--- config.mk ---
export PLATFORM = sky130hd
export DESIGN_NAME = actuator_feedback_framer
export DESIGN_NICKNAME = d
export VERILOG_FILES = /design/src/rtl/feedback_pkg.sv /design/src/rtl/actuator_feedback_framer.sv /design/src/rtl/frame_fifo.sv
export SDC_FILE = /design/constraint.sdc
export NUM_CORES = 2
export LEC_CHECK = 0
export BUFFER_PORTS_ARGS = -buffer_cell sky130_fd_sc_hd__buf_2
export CAP_MARGIN = 20
export CORE_MARGIN = 8
export CORE_UTILIZATION = 53
export CTS_CLUSTER_DIAMETER = 200
export DETAILED_ROUTE_END_ITERATION = 6
export GPL_TIMING_DRIVEN = 0
export HOLD_SLACK_MARGIN = 0.06
export PLACE_DENSITY = 0.69
export SYNTH_ARGS = -nofsm -noshare
export SYNTH_HDL_FRONTEND = slang
export SYNTH_SLANG_ARGS = --single-unit
--- constraint.sdc ---
create_clock -name clock -period 12.7 [get_ports clock]
set_input_delay 1.905 -clock clock [delete_from_list [all_inputs] [get_ports clock]]
set_output_delay 1.905 -clock clock [all_outputs]
set_load 0.02 [all_outputs]
--- src/rtl/feedback_pkg.sv ---
// Constants and types shared by the actuator feedback framer and its frame FIFO
package feedback_pkg;

  // Clock and timing
  localparam int unsigned CLOCK_HZ          = 20_000_000;
  localparam int unsigned OVERLOAD_TIME_US  = 15_000;
  localparam int unsigned OVERLOAD_CYCLES   = (CLOCK_HZ / 1_000_000) * OVERLOAD_TIME_US;

  // Transmit PDO identifier base, added to the node identifier
  localparam logic [10:0] TPDO_COB_BASE     = 11'h180;
  localparam logic [3:0]  FRAME_DLC         = 4'h8;

  // Byte positions inside the eight-byte feedback frame
  localparam int unsigned BYTE_POS_LO       = 0;
  localparam int unsigned BYTE_POS_HI       = 1;
  localparam int unsigned BYTE_CUR_LO       = 2;
  localparam int unsigned BYTE_CUR_HI       = 3;
  localparam int unsigned BYTE_SPEED        = 4;
  localparam int unsigned BYTE_UNUSED       = 5;
  localparam int unsigned BYTE_MOTION       = 6;
  localparam int unsigned BYTE_ERROR        = 7;

  // Motion flag and error flag bit positions
  localparam int unsigned MOTION_EXTEND_BIT = 0;
  localparam int unsigned MOTION_RETRACT_BIT = 1;
  localparam int unsigned MOTION_SAT_BIT    = 2;
  localparam int unsigned ERROR_OVERLOAD_BIT = 1;

  // Object dictionary indices reachable over the read port
  localparam logic [15:0] OD_POSITION       = 16'h2200;
  localparam logic [15:0] OD_CURRENT        = 16'h2201;
  localparam logic [15:0] OD_SPEED          = 16'h2202;
  localparam logic [15:0] OD_MOTION         = 16'h2204;
  localparam logic [15:0] OD_ERROR          = 16'h2205;

  // Values after reset
  localparam logic [15:0] RESET_WORD        = 16'h0000;
  localparam logic [7:0]  RESET_BYTE        = 8'h00;

  // Frame FIFO geometry
  localparam int unsigned FIFO_DEPTH        = 32;

  typedef struct packed {
    logic [10:0]     cob_id;
    logic [3:0]      dlc;
    logic [7:0][7:0] data;
  } can_frame_t;

  typedef struct packed {
    logic [15:0] position;
    logic [15:0] current;
    logic [7:0]  speed;
    logic [7:0]  motion;
    logic [7:0]  errors;
  } feedback_snap_t;

endpackage

--- src/rtl/actuator_feedback_framer.sv ---
// Actuator feedback framer: builds the eight-byte transmit PDO and queues it for the CAN controller
`timescale 1ns/100ps

module actuator_feedback_framer
  import feedback_pkg::*;
#(
  parameter int unsigned OVERLOAD_CYC = OVERLOAD_CYCLES
) (
  input  wire logic        clock,
  input  wire logic        sys_rst,
  input  wire logic [6:0]  node_id,
  input  wire logic [15:0] stroke_limit,
  input  wire logic [15:0] position_raw,
  input  wire logic [15:0] phase_current,
  input  wire logic        pwm_active,
  input  wire logic [7:0]  speed_raw,
  input  wire logic        extending,
  input  wire logic        retracting,
  input  wire logic        at_max_speed,
  input  wire logic [15:0] current_limit,
  input  wire logic        motion_enable,
  input  wire logic [7:0]  error_flags_in,
  input  wire logic        tx_request,
  input  wire logic        od_read,
  input  wire logic [15:0] od_index,
  output logic [15:0]      od_rdata,
  output logic             od_valid,
  output logic             od_miss,
  output logic             motion_permit,
  output logic             tx_valid,
  input  wire logic        tx_ready,
  output can_frame_t       tx_frame
);

  typedef enum logic [1:0] {
    ST_IDLE,
    ST_LOAD,
    ST_PUSH
  } build_state_t;

  build_state_t   state;
  build_state_t   next_state;
  feedback_snap_t snap;
  can_frame_t     build_frame;
  logic [15:0]    position_count;
  logic [15:0]    current_sample;
  logic [7:0]     speed_count;
  logic [7:0]     motion_byte;
  logic [7:0]     error_byte;
  logic [7:0]     last_motion;
  logic [31:0]    over_count;
  logic           over_limit;
  logic           overload;
  logic           overload_hit;
  logic           tx_pending;
  logic           motion_event;
  logic           fifo_in_valid;
  logic           fifo_in_ready;
  logic           frame_taken;
  logic           frame_trigger;
  logic [15:0]    position_clamped;
  wire logic [7:0][7:0] lane_data;

  // Low byte first packing of a 16-bit field
  function automatic logic [1:0][7:0] pack_u16(input logic [15:0] value);
    logic [1:0][7:0] bytes;
    bytes[0] = value[7:0];
    bytes[1] = value[15:8];
    return bytes;
  endfunction

  // Index map decode for the miss flag; the data mux decodes od_index in a case of its own
  function automatic logic od_mapped(input logic [15:0] index);
    logic hit;
    case (index)
      OD_POSITION,
      OD_CURRENT,
      OD_SPEED,
      OD_MOTION,
      OD_ERROR: begin
        hit = 1'b1;
      end
      default: begin
        hit = 1'b0;
      end
    endcase
    return hit;
  endfunction

  // Byte of one frame lane, low byte of each 16-bit field first
  function automatic logic [7:0] lane_byte(input int unsigned lane, input feedback_snap_t s);
    logic [1:0][7:0] pos_pair;
    logic [1:0][7:0] cur_pair;
    logic [7:0]      value;
    pos_pair = pack_u16(s.position);
    cur_pair = pack_u16(s.current);
    case (lane)
      BYTE_POS_LO: value = pos_pair[0];
      BYTE_POS_HI: value = pos_pair[1];
      BYTE_CUR_LO: value = cur_pair[0];
      BYTE_CUR_HI: value = cur_pair[1];
      BYTE_SPEED:  value = s.speed;
      BYTE_UNUSED: value = RESET_BYTE;
      BYTE_MOTION: value = s.motion;
      BYTE_ERROR:  value = s.errors;
      default:     value = RESET_BYTE;
    endcase
    return value;
  endfunction

  // Readings past the ordered stroke are pinned to it, with no play correction
  always_comb begin
    position_clamped = position_raw;
    if (position_raw > stroke_limit) begin
      position_clamped = stroke_limit;
    end
  end

  // Position is already in 0.1 mm counts
  always_ff @(posedge clock) begin
    if (sys_rst) begin
      position_count <= RESET_WORD;
    end else begin
      position_count <= position_clamped;
    end
  end

  // Supply current would mislead, so only phase current in the pulse's on time is kept
  always_ff @(posedge clock) begin
    if (sys_rst) begin
      current_sample <= RESET_WORD;
    end else if (pwm_active) begin
      current_sample <= phase_current;
    end
  end

  always_ff @(posedge clock) begin
    if (sys_rst) begin
      speed_count <= RESET_BYTE;
    end else begin
      speed_count <= speed_raw;
    end
  end

  // Motion flag byte, upper bits tied low
  always_ff @(posedge clock) begin
    if (sys_rst) begin
      motion_byte <= RESET_BYTE;
    end else begin
      motion_byte                     <= RESET_BYTE;
      motion_byte[MOTION_EXTEND_BIT]  <= extending;
      motion_byte[MOTION_RETRACT_BIT] <= retracting;
      motion_byte[MOTION_SAT_BIT]     <= at_max_speed;
    end
  end

  // Overload watch: sample over limit must persist without a break
  assign over_limit   = (current_sample > current_limit);
  assign overload_hit = over_limit && (over_count >= OVERLOAD_CYC - 1);

  always_ff @(posedge clock) begin
    if (sys_rst) begin
      over_count <= '0;
    end else if (!over_limit || overload) begin
      over_count <= '0;
    end else if (!overload_hit) begin
      over_count <= over_count + 32'd1;
    end
  end

  // Flag clears only while enable is low; a new overload in that cycle still wins
  always_ff @(posedge clock) begin
    if (sys_rst) begin
      overload <= 1'b0;
    end else if (overload_hit) begin
      overload <= 1'b1;
    end else if (!motion_enable) begin
      overload <= 1'b0;
    end
  end

  always_ff @(posedge clock) begin
    if (sys_rst) begin
      motion_permit <= 1'b0;
    end else begin
      motion_permit <= motion_enable && !overload && !overload_hit;
    end
  end

  always_comb begin
    error_byte                     = error_flags_in;
    error_byte[ERROR_OVERLOAD_BIT] = overload;
  end

  // A change of motion flags sends a frame without waiting for a request
  assign motion_event = (motion_byte != last_motion);

  // A request and a flag change in one cycle give one frame, not two
  assign frame_trigger = tx_request || motion_event;

  always_ff @(posedge clock) begin
    if (sys_rst) begin
      last_motion <= RESET_BYTE;
    end else begin
      last_motion <= motion_byte;
    end
  end

  // Pending request: a new trigger in the cycle of the load is kept
  always_ff @(posedge clock) begin
    if (sys_rst) begin
      tx_pending <= 1'b0;
    end else if (frame_trigger) begin
      tx_pending <= 1'b1;
    end else if (state == ST_LOAD) begin
      tx_pending <= 1'b0;
    end
  end

  always_comb begin
    next_state = state;
    case (state)
      ST_IDLE: begin
        if (tx_pending) begin
          next_state = ST_LOAD;
        end
      end
      ST_LOAD: begin
        next_state = ST_PUSH;
      end
      ST_PUSH: begin
        if (fifo_in_ready) begin
          next_state = ST_IDLE;
        end
      end
      default: begin
        next_state = ST_IDLE;
      end
    endcase
  end

  always_ff @(posedge clock) begin
    if (sys_rst) begin
      state <= ST_IDLE;
    end else begin
      state <= next_state;
    end
  end

  // Snapshot keeps all fields of one frame from the same instant
  always_ff @(posedge clock) begin
    if (sys_rst) begin
      snap <= '0;
    end else if (state == ST_LOAD) begin
      snap.position <= position_count;
      snap.current  <= current_sample;
      snap.speed    <= speed_count;
      snap.motion   <= motion_byte;
      snap.errors   <= error_byte;
    end
  end

  // Frame assembly, one pass of the loop per byte lane
  for (genvar lane = 0; lane < 8; lane++) begin : g_lane
    assign lane_data[lane] = lane_byte(lane, snap);
  end

  always_comb begin
    build_frame.cob_id = TPDO_COB_BASE + {4'h0, node_id};
    build_frame.dlc    = FRAME_DLC;
    build_frame.data   = lane_data;
  end

  // A full queue holds the builder in push, so requests merge instead of being lost
  assign fifo_in_valid = (state == ST_PUSH);
  assign frame_taken   = fifo_in_valid && fifo_in_ready;

  // Frames wait here while the controller is busy on the bus
  frame_fifo #(
    .WIDTH ($bits(can_frame_t)),
    .DEPTH (FIFO_DEPTH)
  ) frame_fifo_i (
    .clock     (clock),
    .sys_rst   (sys_rst),
    .in_valid  (fifo_in_valid),
    .in_ready  (fifo_in_ready),
    .in_data   (build_frame),
    .out_valid (tx_valid),
    .out_ready (tx_ready),
    .out_data  (tx_frame)
  );

  // Object dictionary read port, answer one cycle after the request
  always_ff @(posedge clock) begin
    if (sys_rst) begin
      od_valid <= 1'b0;
    end else begin
      od_valid <= od_read;
    end
  end

  // Unmapped index answers with the miss pulse
  always_ff @(posedge clock) begin
    if (sys_rst) begin
      od_miss <= 1'b0;
    end else begin
      od_miss <= od_read && !od_mapped(od_index);
    end
  end

  // Data for a mapped index; a miss reads as zero
  always_ff @(posedge clock) begin
    if (sys_rst) begin
      od_rdata <= RESET_WORD;
    end else if (od_read) begin
      case (od_index)
        OD_POSITION: od_rdata <= position_count;
        OD_CURRENT:  od_rdata <= current_sample;
        OD_SPEED:    od_rdata <= {8'h00, speed_count};
        OD_MOTION:   od_rdata <= {8'h00, motion_byte};
        OD_ERROR:    od_rdata <= {8'h00, error_byte};
        default: begin
          od_rdata <= RESET_WORD;
        end
      endcase
    end
  end

endmodule

--- src/rtl/frame_fifo.sv ---
// Synchronous FIFO with valid/ready on both sides
`timescale 1ns/100ps
module frame_fifo #(
  parameter int unsigned WIDTH = 8,
  parameter int unsigned DEPTH = 32
) (
  input  wire logic             clock,
  input  wire logic             sys_rst,
  input  wire logic             in_valid,
  output logic                  in_ready,
  input  wire logic [WIDTH-1:0] in_data,
  output logic                  out_valid,
  input  wire logic             out_ready,
  output logic [WIDTH-1:0]      out_data
);

  localparam int unsigned AW = $clog2(DEPTH);

  logic [WIDTH-1:0] mem [DEPTH];
  logic [AW:0]      wr_ptr;
  logic [AW:0]      rd_ptr;
  logic             full;
  logic             empty;
  logic             do_write;
  logic             do_read;

  // Extra pointer bit tells full from empty without a counter
  assign empty    = (wr_ptr == rd_ptr);
  assign full     = (wr_ptr[AW] != rd_ptr[AW]) && (wr_ptr[AW-1:0] == rd_ptr[AW-1:0]);
  assign in_ready = ~full;
  assign out_valid = ~empty;
  assign do_write = in_valid & ~full;
  assign do_read  = out_ready & ~empty;
  assign out_data = mem[rd_ptr[AW-1:0]];

  always_ff @(posedge clock) begin
    if (do_write) begin
      mem[wr_ptr[AW-1:0]] <= in_data;
    end
  end

  always_ff @(posedge clock) begin
    if (sys_rst) begin
      wr_ptr <= '0;
    end else if (do_write) begin
      wr_ptr <= wr_ptr + 1'b1;
    end
  end

  always_ff @(posedge clock) begin
    if (sys_rst) begin
      rd_ptr <= '0;
    end else if (do_read) begin
      rd_ptr <= rd_ptr + 1'b1;
    end
  end

endmodule

**Yosys cells after proc, flatten, opt, wreduce, memory -nomap -nowiden**

Memories as Yosys holds them, arrays and structs flattened. A register that Yosys moved wholly into a read port is not among the register bits.
Index checks and enable logic that the tools add are counted.

- Register bits after elaboration: 179
- Logic and storage cells: 78
- Bits in writable memories: 2112
- Input port bits: 113
- Memories: 1

- Bitwise operators: 4
- Add/sub/neg operators: 4
- Muxes and demuxes: 15
- Eq/ne operators: 14
- $lt $le $gt $ge: 3
- Reductions and logical operators: 16

Memory list:

| name | words | bits a word | read ports | clocked after Yosys merged registers in | wr ports | line | RTL |
|---|---|---|---|---|---|---|---|
| frame_fifo_i.mem | 32 | 66 | 1 | 1 | 1 | frame_fifo.sv:19 | `logic [WIDTH-1:0] mem [DEPTH];` |

Operator list:

| cell | count |
|---|---|
| $eq A16 B14 Y1 const B | 5 |
| $pmux W16 S5 | 1 |
| $add A32 B1 Y32 const B | 1 |
| $ge A32 B19 Y1 const B | 1 |
| $gt A16 B16 Y1 | 2 |
| $mux W16 | 1 |
| $add A6 B1 Y6 const B | 2 |
| $add A9 B7 Y10 const A | 1 |
| $mux W5 | 2 |
| $mux W1 | 8 |
| $ne A8 B8 Y1 | 1 |
| $eq A6 B6 Y1 | 1 |
| $pmux W2 S3 | 1 |
| $eq A5 B5 Y1 | 1 |
| $logic_and A1 B1 Y1 | 5 |
| $reduce_or A5 Y1 | 1 |
| $logic_not A1 Y1 | 4 |
| $mux W2 | 2 |
| $ne A2 B2 Y1 const B | 2 |
| $and A1 B1 Y1 | 2 |
| $eq A2 B1 Y1 const B | 1 |
| $eq A2 B2 Y1 const B | 1 |
| $logic_not A2 Y1 | 1 |
| $logic_or A1 B1 Y1 | 2 |
| other kinds (6) | 7 |

**Longest topological paths before layout**

- Depth after elaboration: 6
- Mapped depth: 10
- Depth with buffers taken out: 8

**Modules after synthesis**

From an unflattened synthesis, not the netlist that was laid out.

- Cell total of the unflattened synthesis: 5118
- Area, all modules: 102879.9 um^2

By module, submodules not included:

| module | cells each | instances | area an instance (um^2) | sequential area each (um^2) |
|---|---|---|---|---|
| frame_fifo | 4380 | 1 | 96391.2 | 76253.1 |
| actuator_feedback_framer | 738 | 1 | 6488.7 | 3042.9 |

**Worst setup path after synthesis**

No wires, ideal clock.

- Kind: register to register
- Start point: register frame_fifo_i.wr_ptr[0]
- End point: memory frame_fifo_i.mem[15][0] (netlist bit), enable pin
- Path slack: 8513 ps
- Buffers on the path: 1
- Cell stages (with the launch flop): 7
- Arrival: 3713 ps
- Period minus slack after synthesis: 4187 ps
- Path through: dfxtp_1 xnor2_1 nand3_1 o31a_1 clkbuf_1 nand2_1 nor2_1

- Cells in the longest elaborated chain, start to end: 6

Ends and longest elaborated chain:

| item | line | RTL |
|---|---|---|
| start, declared | frame_fifo.sv:20 | `logic [AW:0] wr_ptr;` |
| start signal, assigned | frame_fifo.sv:46 | `wr_ptr <= wr_ptr + 1'b1;` |
| $eq A5 B5 Y1 | frame_fifo.sv:29 | `assign full = (wr_ptr[AW] != rd_ptr[AW]) && (wr_ptr[AW-1:0] == rd_ptr[AW-1:0]);` |
| $logic_and A1 B1 Y1 | frame_fifo.sv:29 |  |
| $not A1 Y1 | -- |  |
| $and A1 B1 Y1 | frame_fifo.sv:32 | `assign do_write = in_valid & ~full;` |
| $mux W1 | frame_fifo.sv:37 | `if (do_write) begin` |
| $mux W1 (not written as such) | frame_fifo.sv:38 | `mem[wr_ptr[AW-1:0]] <= in_data;` |
| end, declared | frame_fifo.sv:19 |  |

Several ways; a longest one is shown, not always the timed one.

==> flow_summary.ini <==
[synth]
yosys-top-cells-count = 1856 x edfxtp_1, 580 x mux4_2, 169 x dfxtp_1
synth-adder-area-share_pct = 0.610
syn_area_per_cell_um2 = 21.8
ys.flop_type = edfxtp_1
synthSimpleGateAreaFrac_pct = 2.18
synth_area_leaders = edfxtp_1 72%, mux4_2 17%, dfxtp_1 4.3%
postSynthCellCount = 3570
muxShareOfSynthArea_pct = 18.2
synth_top_area_share_pct = 71.5
seq_area_frac_synth_pct = 75.9
synth_edf_count = 1856
synth_xor_area_share_pct = 0.225
synth_compound_area_share_pct = 1.43
synth_most_common_cell = edfxtp_1
yosys_register_bits = 2025
synth_top_area_cell = edfxtp_1
yosysWarnings = 0
synth.cell_area_um2 = 77900
synth_top_family_by_area = multiplexers
synth.distinct_cells = 53
synthArstFlopShare_pct = 0

[final_layout]
design_area_um2 = 90500
nets = 4261
layout.cells.non_filler = 6187
drive_above_1_share_pct = 31.7
syn_to_final_growth_pct = 16.2

[global_route]
grt_overflow_total = 0
grt_pass1_wl_mm = 290
antenna_found_initial = 9
grt_pass1_vias = 39191
grt_max_degree = 34
grt_usage_pct = 25.8

[clock_tree]
cts_buffers = 195
clockBufferDepth = 3
clkSinkCount = 2025
clock_tree.root_cell = clkbuf_16
cts-hold-fix-buffers = 0
cts-htree-levels = 4
post_cts_buffers = 0
cts_tree = built
worstSkewPairLatency_ps = 830
clk_pin_slew_ps = 60
cts-resized-gates = 0

[place]
dp_cells = 5800
io_buffers = 187
dp_hpwl_mm = 135
post_dp_cell_area_um2 = 83800
pre_cts_ws_ps = 7100
gpl.final_weighted_congestion = 0.874

[critical_path]
r2r_slack_ps = 9030
end_kind = output port
worstPathArrival_ps = 4650
critical_path.max_fanout = 10
r2r_cells = 7
cp-start-kind = register
crit_required_ps = 10800
critPathKind = register to output port
r2r_start = state[1]
r2r-end = frame_fifo_i.mem[25][10]

[sta]
hold_violations = 0
setup_viol = 0
fmax_ghz = 0.153
rsz0062_at_grt = no
slew-limit-headroom_pct = 24.4
totalNegativeSetupSlack_ps = 0
maxSlewViolCount = 0
timing.hold.ws_ps = 463
fin_crit_ps = 6550
clock_skew_ps = 28.9
tightest_slew_ps = 1130
period_share_pct = 51.6
worst_slack_ps = 6150

[die]
io_pins = 212
rows = 140
initial_utilization_pct = 53.5
fp.dieArea_um2 = 160000
die_h_um = 399
design.core.area_um2 = 146000
die_x_um = 399

[worst_hold_path]
hold_depth = 2
hp-class = register to register
hold_start = od_rdata[6]
holdPathEnd = od_rdata[6]

[drt]
dr_total_vias = 39406
wirelength_mm = 207
antenna_left = 0
vias_per_cell = 6.37
drc = 0
wl_per_cell_um = 33.5
drt_first_pass_iters = 7
drt_iter0_markers = 5001

[flow_run]
maxCapViolations = 0

[power_and_ir_drop]
p_leak_nw = 28.7
powerDensity_nw_per_um2 = 149
ir_worst_vdd_mv = 0.144

[outcome]
status = finished, final reports clean
==> power breakdown <==
| part | internal, mW | switching [mW] | leakage (nW) |
|---|---|---|---|
| combinational | 0.313 | 0.374 | 7.28 |
| clock | 3.03 | 2.45 | 2.93 |
| sequential | 7.25 | 0.0540 | 18.5 |
| total | 10.6 | 2.88 | 28.7 |
==> flip-flops by register name, summed over array words and instances, names as in the netlist, named ones only <==
register,cells
frame_fifo_i.mem,1856
build_frame,51
over_count,32
current_sample,16
od_rdata,16
position_count,16
speed_count,8
frame_fifo_i.rd_ptr,6
frame_fifo_i.wr_ptr,6
last_motion,3
motion_byte,3
state,2
motion_permit,1
od_miss,1
od_valid,1
overload,1
tx_pending,1
==> cell type report <==
type | count | area, µm²
Sequential cell | 2025 | 59100
Antenna cell | 1 | 2.50
Multi-Input combinational cell | 1315 | 18000
Inverter | 37 | 139
Buffer | 212 | 1000
Tap cell | 1917 | 2400
Timing Repair Buffer | 324 | 3950
Clock inverter | 100 | 694
Fill cell | 9742 | 55200
Clock buffer | 256 | 5290
==> worst max-delay path by stage <==
stage | slack (ps) | from | depth (start not counted) | endpoint
6_report | 6150 | register | 7 | tx_frame[17]
4_1_cts | 6180 | register | 7 | tx_frame[17]
3_3_place_gp | 4170 | state[1] | 5 | frame_fifo_i.mem[7][17]
5_1_grt | 6030 | register | 7 | tx_frame[17]
3_5_place_dp | 7100 | register | 7 | tx_frame[17]
2_1_floorplan | 8510 | frame_fifo_i.wr_ptr[0] | 6 | frame_fifo_i.mem[15][0]
==> placed cells by master (no fill, tap or decap), types with 65 or more instances in the layout <==
cell type	n
edfxtp_1	1856
mux4_2	580
buf_2	237
clkbuf_16	199
clkbuf_1	170
dfxtp_1	169
nand2_1	143
a21oi_1	95
buf_12	72
mux2_2	65
==> worst max-delay path: stages (launching register included) <==
cell and delay [ps]:
dfxtp_1 310, clkbuf_1 640, buf_8 250, clkbuf_1 850
clkbuf_1 770, mux4_2 490, mux2_2 330, buf_2 170
==> per-layer routing <==
| metal | global-route usage, % | wire length [µm] | part of all wire (%) | up-vias |
|---|---|---|---|---|
| met1 | 34.4 | 76600 | 37 | 20779 |
| met5 | 0 | 192 | 0.093 | - |
| met3 | 9.19 | 25900 | 12 | 313 |
| li1 | - | - | - | 15968 |
| met4 | 8.15 | 6760 | 3.3 | 8 |
| met2 | 40.3 | 97800 | 47 | 2338 |
==> logic make-up after synthesis <==
family	Yosys count
xor+xnor	20
compound gates	194
flops	2025
other cells	2
buf+inv	249
fa+ha+maj	38
mux	682
simple gates	360
==> through the flow <==
stage / power (mW) / utilization (%)
finish: 13.5 / 62.1
global route: 13.8 / 62.1
floorplan: 7.87 / -
CTS: 13.5 / 61.6
detailed placement: 8.12 / 57.5
global placement: 8.11 / 55.8
Note: power is estimated with default switching activity, not from simulation.
